$ cat src/hdl/sir_endec_map.vh
/*
 * Constants for the serial-infrared pulse encoder/decoder: APB register
 * offsets, field positions, reset values and timing counts.
 * Assumes it is included by bare name from the design file.
 */
// Behaviour
// - the baud tick divides the crystal by 2,4,12,24,6,48,96 per rate code.
// - encoder and decoder advance on a tick at sixteen times the baud rate.
// - each space bit from the uart gives exactly one optical pulse.
// - a mark bit keeps the optical output low with no pulse.
// - after a falling uart edge wait 7 ticks, drive high 3 ticks, then low.
// - consecutive spaces give pulses one bit time apart, each centred.
// - every falling edge on the optical receive input is one pulse.
// - each received pulse drives the uart receive output low 16 ticks.
// - the stretched space lasts at least three quarters of a bit time.
// - in monoshot mode each modulator rising edge gives 6 crystal cycles.
// - while asleep the block neither transmits nor receives.
`ifndef SIR_ENDEC_MAP_VH
`define SIR_ENDEC_MAP_VH

// register byte offsets
`define CTRL_OFS 12'h000
`define STATUS_OFS 12'h004
`define COUNT_OFS 12'h008

// control fields
`define CTRL_RATE_LSB 0
`define CTRL_RATE_MSB 2
`define CTRL_SHAPE_BIT 3
`define CTRL_EXTCLK_BIT 4
`define CTRL_SLEEP_BIT 5
`define CTRL_RESET 6'h00

// status fields
`define ST_ENC_BUSY_BIT 0
`define ST_DEC_BUSY_BIT 1
`define ST_SLEEP_BIT 2
`define ST_MONO_BUSY_BIT 3

// divide ratios per rate code
`define DIV_115200 7'h02
`define DIV_57600 7'h04
`define DIV_19200 7'h0c
`define DIV_9600 7'h18
`define DIV_38400 7'h06
`define DIV_4800 7'h30
`define DIV_2400 7'h60

// encoder and decoder timing in sixteenth-bit ticks
`define ENC_WAIT_TICKS 4'h7
`define ENC_HIGH_TICKS 4'h3
`define ENC_CONFIRM_TICK 4'h1
`define BIT_TICKS_LAST 4'hf

// monoshot length in crystal cycles
`define MONO_CYCLES 3'h6

`endif

$ cat src/hdl/sir_pulse_endec.v
/*
 * Serial-infrared pulse encoder and decoder with an APB control port.
 * pclk stands in for the crystal; the sixteen-times bit clock comes either
 * from the internal divider or from the external clock pin. Assumes the
 * uart transmit line, the optical receive line, the external bit clock and
 * the sleep pin are asynchronous to pclk.
 */
// The APB interface to the registers and the address map were chosen for this implementation.
`timescale 1ns/1ps
`include "sir_endec_map.vh"

module sir_pulse_endec #(
	parameter CNT_W = 8
) (
	input wire pclk, // crystal-rate clock
	input wire presetn, // asynchronous reset, active low
	input wire psel, // apb select
	input wire penable, // apb access phase
	input wire pwrite, // apb write
	input wire [11:0] paddr, // apb byte address
	input wire [31:0] pwdata, // apb write data
	output wire [31:0] prdata, // apb read data
	output wire pready, // apb ready, always high
	output wire pslverr, // unmapped address
	input wire uart_tx_in, // uart transmit line
	output reg uart_rx_out, // uart receive line
	input wire optical_rx_in, // transceiver receive line
	output reg optical_tx_out, // transceiver transmit line
	input wire sixteen_x_bit_clock, // external 16x bit clock
	input wire sleep_in // power-down pin, active high
);

	// synchronisers: first stage read only by second
	reg [3:0] sync1_r;
	reg [3:0] sync2_r;
	reg tx_d_r;
	reg rx_d_r;
	reg xclk_d_r;

	// control and counters
	reg [5:0] ctrl_r;
	reg [CNT_W-1:0] tx_cnt_r;
	reg [CNT_W-1:0] rx_cnt_r;

	// divider
	reg [6:0] div_cnt_r;
	reg [6:0] div_ratio;

	// encoder
	reg enc_busy_r;
	reg [3:0] enc_tick_r;
	reg mod_r;
	reg mod_d_r;

	// monoshot
	reg [2:0] mono_cnt_r;

	// decoder
	reg dec_busy_r;
	reg [3:0] dec_tick_r;

	wire tx_s;
	wire rx_s;
	wire xclk_s;
	wire sleep_s;
	wire asleep;
	wire tick;
	wire tx_fall;
	wire rx_fall;
	wire mod_rise;
	wire mono_mode;
	wire [2:0] rate;
	wire wr_en;
	wire rd_sel_ok;
	reg [31:0] rd_data;

	assign tx_s = sync2_r[0];
	assign rx_s = sync2_r[1];
	assign xclk_s = sync2_r[2];
	assign sleep_s = sync2_r[3];
	assign rate = ctrl_r[`CTRL_RATE_MSB:`CTRL_RATE_LSB];
	assign mono_mode = ctrl_r[`CTRL_SHAPE_BIT];

	// pin or register may put the block to sleep
	assign asleep = sleep_s | ctrl_r[`CTRL_SLEEP_BIT];

	// two-stage synchronisers for the four asynchronous inputs; apb inputs are used directly
	always @(posedge pclk or negedge presetn) begin
		if (!presetn) begin
			// idle levels except sleep, which resets high; else the edge detectors see a false edge
			sync1_r <= 4'hb;
			sync2_r <= 4'hb;
		end else begin
			sync1_r <= {sleep_in, sixteen_x_bit_clock, optical_rx_in,
				uart_tx_in};
			sync2_r <= sync1_r;
		end
	end

	// edge detect stages, all on synchronised levels
	always @(posedge pclk or negedge presetn) begin
		if (!presetn) begin
			tx_d_r <= 1'b1;
			rx_d_r <= 1'b1;
			xclk_d_r <= 1'b0;
		end else begin
			tx_d_r <= tx_s;
			rx_d_r <= rx_s;
			xclk_d_r <= xclk_s;
		end
	end

	assign tx_fall = tx_d_r & ~tx_s;
	assign rx_fall = rx_d_r & ~rx_s;

	// divide ratio per rate code; unused code 111 falls back to 2
	always @* begin
		case (rate)
		3'h0: div_ratio = `DIV_115200;
		3'h1: div_ratio = `DIV_57600;
		3'h2: div_ratio = `DIV_19200;
		3'h3: div_ratio = `DIV_9600;
		3'h4: div_ratio = `DIV_38400;
		3'h5: div_ratio = `DIV_4800;
		3'h6: div_ratio = `DIV_2400;
		default: div_ratio = `DIV_115200;
		endcase
	end

	// free-running divider; wraps early if the ratio shrinks mid-count
	always @(posedge pclk or negedge presetn) begin
		if (!presetn) begin
			div_cnt_r <= 7'h00;
		end else if (asleep || div_cnt_r >= div_ratio - 7'h01) begin
			div_cnt_r <= 7'h00;
		end else begin
			div_cnt_r <= div_cnt_r + 7'h01;
		end
	end

	// one tick per sixteenth of a bit, internal or external source
	assign tick = asleep ? 1'b0 :
		ctrl_r[`CTRL_EXTCLK_BIT] ? (xclk_s & ~xclk_d_r) :
		(div_cnt_r == div_ratio - 7'h01);

	// encoder: a falling uart edge opens a bit window of 16 ticks
	always @(posedge pclk or negedge presetn) begin
		if (!presetn) begin
			enc_busy_r <= 1'b0;
			enc_tick_r <= 4'h0;
		end else if (asleep) begin
			enc_busy_r <= 1'b0;
			enc_tick_r <= 4'h0;
		end else if (!enc_busy_r) begin
			if (tx_fall) begin
				enc_busy_r <= 1'b1;
				enc_tick_r <= 4'h0;
			end
		end else if (tick) begin
			if (enc_tick_r == `BIT_TICKS_LAST) begin
				// another space follows: next centred pulse one bit on
				enc_busy_r <= ~tx_s;
				enc_tick_r <= 4'h0;
			end else if (enc_tick_r == `ENC_CONFIRM_TICK && tx_s) begin
				// a partial first tick ends the window before the bit
				// does; by now the line shows the next bit, a mark stops
				enc_busy_r <= 1'b0;
				enc_tick_r <= 4'h0;
			end else begin
				enc_tick_r <= enc_tick_r + 4'h1;
			end
		end
	end

	// modulator output: high during ticks 7..9 of each space window
	always @(posedge pclk or negedge presetn) begin
		if (!presetn) begin
			mod_r <= 1'b0;
		end else begin
			mod_r <= enc_busy_r && !asleep &&
				enc_tick_r >= `ENC_WAIT_TICKS &&
				enc_tick_r < `ENC_WAIT_TICKS + `ENC_HIGH_TICKS;
		end
	end

	always @(posedge pclk or negedge presetn) begin
		if (!presetn) begin
			mod_d_r <= 1'b0;
		end else begin
			mod_d_r <= mod_r;
		end
	end

	assign mod_rise = mod_r & ~mod_d_r;

	// monoshot: fixed crystal-cycle pulse, independent of rate code
	always @(posedge pclk or negedge presetn) begin
		if (!presetn) begin
			mono_cnt_r <= 3'h0;
		end else if (asleep) begin
			mono_cnt_r <= 3'h0;
		end else if (mod_rise) begin
			mono_cnt_r <= `MONO_CYCLES;
		end else if (mono_cnt_r != 3'h0) begin
			mono_cnt_r <= mono_cnt_r - 3'h1;
		end
	end

	// optical output: registered, chosen by pulse shape select
	always @(posedge pclk or negedge presetn) begin
		if (!presetn) begin
			optical_tx_out <= 1'b0;
		end else if (asleep) begin
			optical_tx_out <= 1'b0;
		end else if (mono_mode) begin
			optical_tx_out <= mod_rise | (mono_cnt_r > 3'h1);
		end else begin
			optical_tx_out <= mod_r;
		end
	end

	// decoder: each falling edge restarts a 16-tick space
	always @(posedge pclk or negedge presetn) begin
		if (!presetn) begin
			dec_busy_r <= 1'b0;
			dec_tick_r <= 4'h0;
		end else if (asleep) begin
			dec_busy_r <= 1'b0;
			dec_tick_r <= 4'h0;
		end else if (rx_fall) begin
			dec_busy_r <= 1'b1;
			dec_tick_r <= 4'h0;
		end else if (dec_busy_r && tick) begin
			// a full 16 ticks keeps the space well past 3/4 bit
			if (dec_tick_r == `BIT_TICKS_LAST) begin
				dec_busy_r <= 1'b0;
			end else begin
				dec_tick_r <= dec_tick_r + 4'h1;
			end
		end
	end

	// uart receive line idles high, low while stretching
	always @(posedge pclk or negedge presetn) begin
		if (!presetn) begin
			uart_rx_out <= 1'b1;
		end else begin
			uart_rx_out <= ~((dec_busy_r | rx_fall) & ~asleep);
		end
	end

	// apb: zero wait states, writes land at the access edge
	assign pready = 1'b1;
	assign wr_en = psel & penable & pwrite;
	assign rd_sel_ok = (paddr == `CTRL_OFS) || (paddr == `STATUS_OFS) ||
		(paddr == `COUNT_OFS);
	assign pslverr = psel & penable & ~rd_sel_ok;

	// control register
	always @(posedge pclk or negedge presetn) begin
		if (!presetn) begin
			ctrl_r <= `CTRL_RESET;
		end else if (wr_en && paddr == `CTRL_OFS) begin
			ctrl_r <= pwdata[5:0];
		end
	end

	// pulse counters; a write to count clears both, a pulse wins the clear
	always @(posedge pclk or negedge presetn) begin
		if (!presetn) begin
			tx_cnt_r <= {CNT_W{1'b0}};
			rx_cnt_r <= {CNT_W{1'b0}};
		end else begin
			if (mod_rise) begin
				tx_cnt_r <= tx_cnt_r + {{(CNT_W-1){1'b0}}, 1'b1};
			end else if (wr_en && paddr == `COUNT_OFS) begin
				tx_cnt_r <= {CNT_W{1'b0}};
			end
			if (rx_fall && !asleep) begin
				rx_cnt_r <= rx_cnt_r + {{(CNT_W-1){1'b0}}, 1'b1};
			end else if (wr_en && paddr == `COUNT_OFS) begin
				rx_cnt_r <= {CNT_W{1'b0}};
			end
		end
	end

	// read mux; unmapped reads return zero
	always @* begin
		rd_data = 32'h00000000;
		case (paddr)
		`CTRL_OFS: rd_data[5:0] = ctrl_r;
		`STATUS_OFS: begin
			rd_data[`ST_ENC_BUSY_BIT] = enc_busy_r;
			rd_data[`ST_DEC_BUSY_BIT] = dec_busy_r;
			rd_data[`ST_SLEEP_BIT] = asleep;
			rd_data[`ST_MONO_BUSY_BIT] = (mono_cnt_r != 3'h0);
		end
		`COUNT_OFS: begin
			rd_data[CNT_W-1:0] = tx_cnt_r;
			rd_data[16+CNT_W-1:16] = rx_cnt_r;
		end
		default: rd_data = 32'h00000000;
		endcase
	end

	assign prdata = (psel & ~pwrite) ? rd_data : 32'h00000000;

endmodule

$ cat config.mk
export PLATFORM = sky130hd
export DESIGN_NAME = sir_pulse_endec
export DESIGN_NICKNAME = d
export VERILOG_FILES = /design/src/hdl/sir_pulse_endec.v
export VERILOG_INCLUDE_DIRS = /design/src /design/src/hdl
export SDC_FILE = /design/constraint.sdc
export NUM_CORES = 1
export LEC_CHECK = 0
export BUFFER_PORTS_ARGS = -buffer_cell sky130_fd_sc_hd__buf_2
export CAP_MARGIN = 0
export CORE_UTILIZATION = 47
export CTS_BUF_LIST = sky130_fd_sc_hd__clkbuf_4
export CTS_CLUSTER_DIAMETER = 60
export DETAILED_ROUTE_END_ITERATION = 6
export HOLD_SLACK_MARGIN = 0.15
export PLACE_DENSITY = 0.79
export SLEW_MARGIN = 20
export SYNTH_ARGS = -nofsm -noshare
export SYNTH_HDL_FRONTEND = slang
export SYNTH_SLANG_ARGS = --single-unit
$ cat constraint.sdc
create_clock -name pclk -period 2.6 [get_ports pclk]
set_input_delay 0.26 -clock pclk [delete_from_list [all_inputs] [get_ports pclk]]
set_output_delay 0.26 -clock pclk [all_outputs]
set_load 0.02 [all_outputs]
# == After elaboration in Yosys (flattened, before gate mapping) ==
# Index checks and enable logic that the tools add are counted.
# word_totals
latch_bits,0
output_inout_bits,36
ff_bits,57
input_bits,53
word_cells,123
romBits,0
n_memories,0
ram_bits,0
# classes
n_reduce_logical,23
mux,37
n_addsub,7
n_bitwise,20
n_eq_ne,14
mul,0
shift,0
div,0
n_lt_le_gt_ge,4
# op_table
operator,count
one-hot mux 7 bit (6 select lines),1
two-way mux 4 bit,10
two-way mux 8 bit,4
two-way mux 24 bit,1
"adder 8 x 1 -> 8 bit, second input constant",2
nonzero test 3 bit,5
two-way mux 1 bit,14
"== test 12 x 3 -> 1 bit, second input constant",1
"== test 12 x 4 -> 1 bit, second input constant",1
zero test 12 bit,1
one-hot mux 4 bit (3 select lines),1
AND 1 bit,9
"== test 3 bit, second input constant",3
two-way mux 3 bit,3
"adder 4 x 1 -> 4 bit, second input constant",2
"== test 4 bit, second input constant",2
logical AND 1 bit,8
inverter 1 bit,8
"adder 7 x 1 -> 7 bit, second input constant",1
== test 7 bit,1
greater-or-equal comparator 7 bit,1
two-way mux 7 bit,1
"subtractor 7 x 1 -> 7 bit, second input constant",1
"== test 3 x 2 -> 1 bit, second input constant",2
other kinds (15),22

# == Longest topological paths before layout ==
# logic_depth
word_depth,10
depth_mapped,13
depth_no_buf,12

# == Least setup slack after synthesis ==
# Ideal clock, no wire load.
# synth_timing
path_type,register -> register
from,register ctrl_r[1]
to,register enc_tick_r[0]
arrival_time_ns,2.616
required_time_ns,2.482
slack_ns,-0.134
synth_period_minus_slack_ns,2.734
setup_time_ns,0.118
n_path_buf,1
stages_incl_launch_ff,14
cell_sequence,dfrtp_1 -> clkbuf_1 -> nand3_1 -> o21ai_0 -> inv_1 -> ha_1 -> nand2b_1 -> xnor2_1 -> a21oi_1 -> ha_1 -> nand4_1 -> o21ai_1 -> a2bb2o_1 -> a21o_1
# synth_between
elab_chain_len,8
elab_cells_between_ends,13
cone_classes,add/sub: 1; eq/ne: 8; mux: 3; reduce/logical: 1
# synth_lines
element,line,rtl
from (decl),sir_pulse_endec.v:41,reg [5:0] ctrl_r;
from (signal assigned),sir_pulse_endec.v:262,ctrl_r <= `CTRL_RESET;
from (signal assigned),sir_pulse_endec.v:264,ctrl_r <= pwdata[5:0];
== test 3 bit (tied with other cells),sir_pulse_endec.v:118,case (rate)
one-hot mux 7 bit (6 select lines) (*),sir_pulse_endec.v:118,
subtractor 7 x 1 -> 7 bit (*),sir_pulse_endec.v:144,(div_cnt_r == div_ratio - 7'h01);
== test 7 bit (*),sir_pulse_endec.v:144,
two-way mux 1 bit (*),sir_pulse_endec.v:143,ctrl_r[`CTRL_EXTCLK_BIT] ? (xclk_s & ~xclk_d_r) :
two-way mux 1 bit (*),sir_pulse_endec.v:142,assign tick = asleep ? 1'b0 :
!= test 3 x 1 -> 1 bit (no line) (*),-,
AND reduction 2 bit (no line) (*),-,
to (signal assigned),sir_pulse_endec.v:170,enc_tick_r <= enc_tick_r + 4'h1;
to (decl),sir_pulse_endec.v:51,reg [3:0] enc_tick_r;
# Mark *: on every way between the ends. The rest lies on a longest branch, timed or not.
# A chain may end at the register's enable or synchronous reset.

# == Final worst setup path ==
# layout_timing
from,register ctrl_r[2]
to,register enc_tick_r[1]
# The elaborated chain is that of the path after synthesis.

==> results.txt <==
- The worst path in the final design needs a cycle of 2580 ps, including I/O delays and setup.
- Number of different library cells in the post-synthesis netlist: 48
* Maximum VDD drop: about 0.18 mV
* Area of the placeable core: about 6800 um2
- Crit start category: flip-flop
- For this configuration, the core starts out at a cell density of 0.486.
- The first global-routing pass estimated around 12000 um of wire.
* Post-Layout Cell Count: 501
- Fin crit share: 0.991
- In this run the core area contains 30 standard-cell rows.
- After technology mapping, the gate count stands at 338.
* Post-Synthesis Mean Instance Area: 9.71 um2
- Pre-CTS setup slack: -71.8 ps
- The final layout contains between 400 and 500 nets.
* Critical path endpoint: enc_tick_r[1]
- Via count of the first global-routing pass: between 2000 and 3000
- DRC Markers: 0
- Ant. Diodes: 0
- In the final routed layout, each cell accounts on average for 13.7 um.
- Via count: about 2700
- Terminus of the critical flop-to-flop path: enc_tick_r[1]
- The share of total power dissipated in the clock network is 0.286.
- Area grow syn2layout: 21.3%
- After detailed routing, the number of vias per cell comes to approximately 5.4.
- For this block, the initial DRC count from the detailed router was 160.
- Max-capacitance violation count: 0
- Internal portion of total power: 1520 uW
* Area contributors post-synth: sky130_fd_sc_hd__dfrtp_1 (37%), sky130_fd_sc_hd__dfstp_2 (7.2%), sky130_fd_sc_hd__ha_1 (6.1%)
- Status: completed
* Slew at the pin closest to its max-slew limit: about 750 ps
- Comb pwr share: 0.233
- Placed Instances: 467
- The design draws around 2200 uW.
- Classification of the worst setup path: flip-flop to flip-flop
- Wire length after detailed routing: 6870 um
* Total of warnings raised by yosys: 0
- For this run, global-route usage on met2 was measured as 0.344.
- Number of ports placed on the die boundary: 89
* Antenna violations before repair: 0
* Clock Sinks: 57
- Crit path max fanout: 4
- STA classifies the critical path endpoint as a flip-flop.
- Total of endpoints with negative setup slack in the final report: 0
* Count of port buffers added during placement: 45
- The share of total power dissipated in sequential elements is 0.481.
* Remaining global-route overflow: 0
- Post-synthesis cell area: 3280 um2
- Counting flops and latches in the post-synthesis netlist gives 57.
- Switch Pwr: roughly 700 uW
- Clock root cell: sky130_fd_sc_hd__clkbuf_4
- Async set-or-reset flop fraction in the synthesized netlist: 1.00
- The clock arrives with 15.2 ps of skew.
- Reg2reg path depth: 12
* Final hold violations: 0
* Fraction of synthesized cell area taken by the top area cell type: 0.366
* Total clock buffers created by CTS: 9
- The signal on the critical path passes through xor2_1 > o21ai_1 > ha_2 > nand2b_4 > xnor2_2 > a21oi_2 > ha_1 > nand4_1 > buf_4 > o21ai_4 > a2bb2o_2 > a21o_1.
* Overall die area: 7320 um2
- Measured along the y axis, the die boundary spans roughly 86 um.
- No sink is reached through more buffers than the 2 on the longest clock path.
- Max transition margin: 0.496
- Power density relative to cell area: ~560 nW/um2
* Register-to-Register Setup Slack: 20 ps
- Fin Hold WS: 357 ps
* Worst EP arrival: ~2900 ps
- Clock tree from TritonCTS: done
- Final ANT Viol Nets: 0
- Of the cells placed in the final design, the portion with a size suffix greater than 1 is 0.278.
- The share of the Yosys chip area taken by registers is 0.438.
- At the worst endpoint, the required time is 2900 ps.
* Longest individual stage delay on the worst path: 440 ps
- The H-tree was split into 3 levels.
* Busiest metal layer after global routing: met2
* First-pass iteration count of the detailed router: 4
- Post-route worst setup slack: 23.4 ps
- Of the total power, the share spent switching nets is 0.315.
- For this run, global-route usage on met3 was measured as 0.0375.
- For met1 alone, demand over resource in global routing was 0.253.
* Slew Viols, Final: 0
- Slowest-stage cell, CP: sky130_fd_sc_hd__dfrtp_1
* Timing-limited maximum frequency: 388 MHz
- Global placer's final weighted congestion: 0.827
* Leakage power of the design: 0.00192 uW
* Startpoint of the most critical register-to-register path: ctrl_r[2]
- Setup repair after global routing could not meet its margin everywhere.
* Overall track demand over capacity in global routing: 0.201
- The die is 85.6 um wide.
- The filler cells instantiated in the layout total 556.
- At the later pin of the worst-skew pair, clock insertion delay measures 410 ps.
* Clock-pin slew reported for the worst setup and hold paths after clock tree synthesis: 100 ps
- Counting flops with a built-in enable in the synthesized netlist gives 0.
* Origin of the worst setup path: ctrl_r[2]
- The synthesized design spends more area on one cell type than any other, namely sky130_fd_sc_hd__dfrtp_1.
* Kind of path behind the tightest hold check: flip-flop to flip-flop
* DP HPWL: 4810 um
- Entering global routing, the biggest net connects 32 pins.
- Most used DFF post-synth: sky130_fd_sc_hd__dfrtp_1
[layer usage]
metal  routed length [um]  vias up
met5                    0        -
met3                  292        8
li1                     -     1328
met2                 3320       70
met4                   84        0
met1                 3170     1302
[layout by cell type (no fill, tap or decap), drive strengths merged, types with 10 or more instances in the layout]
cell type,Yosys,layout
dlygate4sd3,0,11
nand3,20,20
o21ai,14,14
ha,16,16
and2,10,10
nor2,28,28
clkbuf,7,10
buf,20,68
dfrtp,48,48
nand2,31,31
conb,2,17
a21oi,24,24
[layout make-up]
class	instances	area, um2	area share
timing repair buffer	79	524	0.132
sequential	57	1440	0.362
inverter	6	22.5	0.00566
clock buffer	10	75.1	0.0189
multi-input combinational	263	1760	0.442
clock inverter	6	58.8	0.0148
tap	80	100	0.0251
[power groups by stage]
stage	Clock (uW)	Sequential, uW	Combinational [uW]
4_1_cts	656	1060	494
6_report	635	1070	516
3_3_place_gp	0	1080	437
2_1_floorplan	0	1060	315
3_5_place_dp	0	1080	457
5_1_grt	689	1080	583
[how the worst min path moves through the flow]
stage               start  cells past startpoint  slack [ps]    endpoint
2_1_floorplan     presetn                      0         -40   ctrl_r[0]
3_3_place_gp   sync1_r[2]                      0         340  sync2_r[2]
5_1_grt        sync1_r[0]                      0         370  sync2_r[0]
6_report       sync1_r[2]                      0         360  sync2_r[2]
3_5_place_dp   sync1_r[2]                      0         340  sync2_r[2]
4_1_cts        sync1_r[2]                      0         360  sync2_r[2]
[per-stage QoR]
step	TNS [ps]	cell area [um2]	util
after global routing	-510	3980	0.589
final	0	3980	0.589
after floorplan	0	3350	-
after detailed placement	-133	3630	0.538
after global placement	0	3630	0.538
after CTS	-6.35	3940	0.584
[critical path: cells and delay by family, from the launching register on]
family          cells  cell delay (ps)
compound gates      5              840
xor+xnor            2              290
fa+ha+maj           2              480
buf+inv             1              180
flops               1              440
simple gates        2              250
[logic make-up after synthesis]
group / after synthesis / share of synthesized area
flip-flops: 57 / 0.438
XOR/XNOR: 11 / 0.0294
adder cells (fa/ha/maj): 16 / 0.0610
buffers and inverters: 33 / 0.0579
AND/OR/NAND/NOR: 141 / 0.242
multiplexers: 15 / 0.0549
other: 2 / 0.00229
AO/OA/AOI/OAI: 63 / 0.115
[synthesized netlist by cell type, types with 8 or more instances]
| cell type | count |
|---|---|
| sky130_fd_sc_hd__a21oi_1 | 24 |
| sky130_fd_sc_hd__nand2_1 | 31 |
| sky130_fd_sc_hd__dfrtp_1 | 48 |
| sky130_fd_sc_hd__o21ai_0 | 13 |
| sky130_fd_sc_hd__mux2i_1 | 9 |
| sky130_fd_sc_hd__nor2_1 | 28 |
| sky130_fd_sc_hd__nand3_1 | 20 |
| sky130_fd_sc_hd__buf_4 | 17 |
| sky130_fd_sc_hd__dfstp_2 | 9 |
| sky130_fd_sc_hd__ha_1 | 16 |
| sky130_fd_sc_hd__nand4_1 | 8 |
| sky130_fd_sc_hd__and2_1 | 10 |
[registers in the layout, indices dropped and copies added, names as in the netlist, 4 cells and up]
| name | count |
|---|---|
| ctrl_r | 6 |
| dec_tick_r | 4 |
| div_cnt_r | 7 |
| enc_tick_r | 4 |
| rx_cnt_r | 8 |
| sync1_r | 4 |
| sync2_r | 4 |
| tx_cnt_r | 8 |
[repair_timing]
item,4_1_cts,5_1_grt
resized for setup,7,7
endpoints found under the hold margin,31,0
buffers inserted,5,2
pin swaps,8,6
setup endpoints to repair,5,9
hold buffers,11,0
Note: power is estimated with default switching activity, not from simulation.
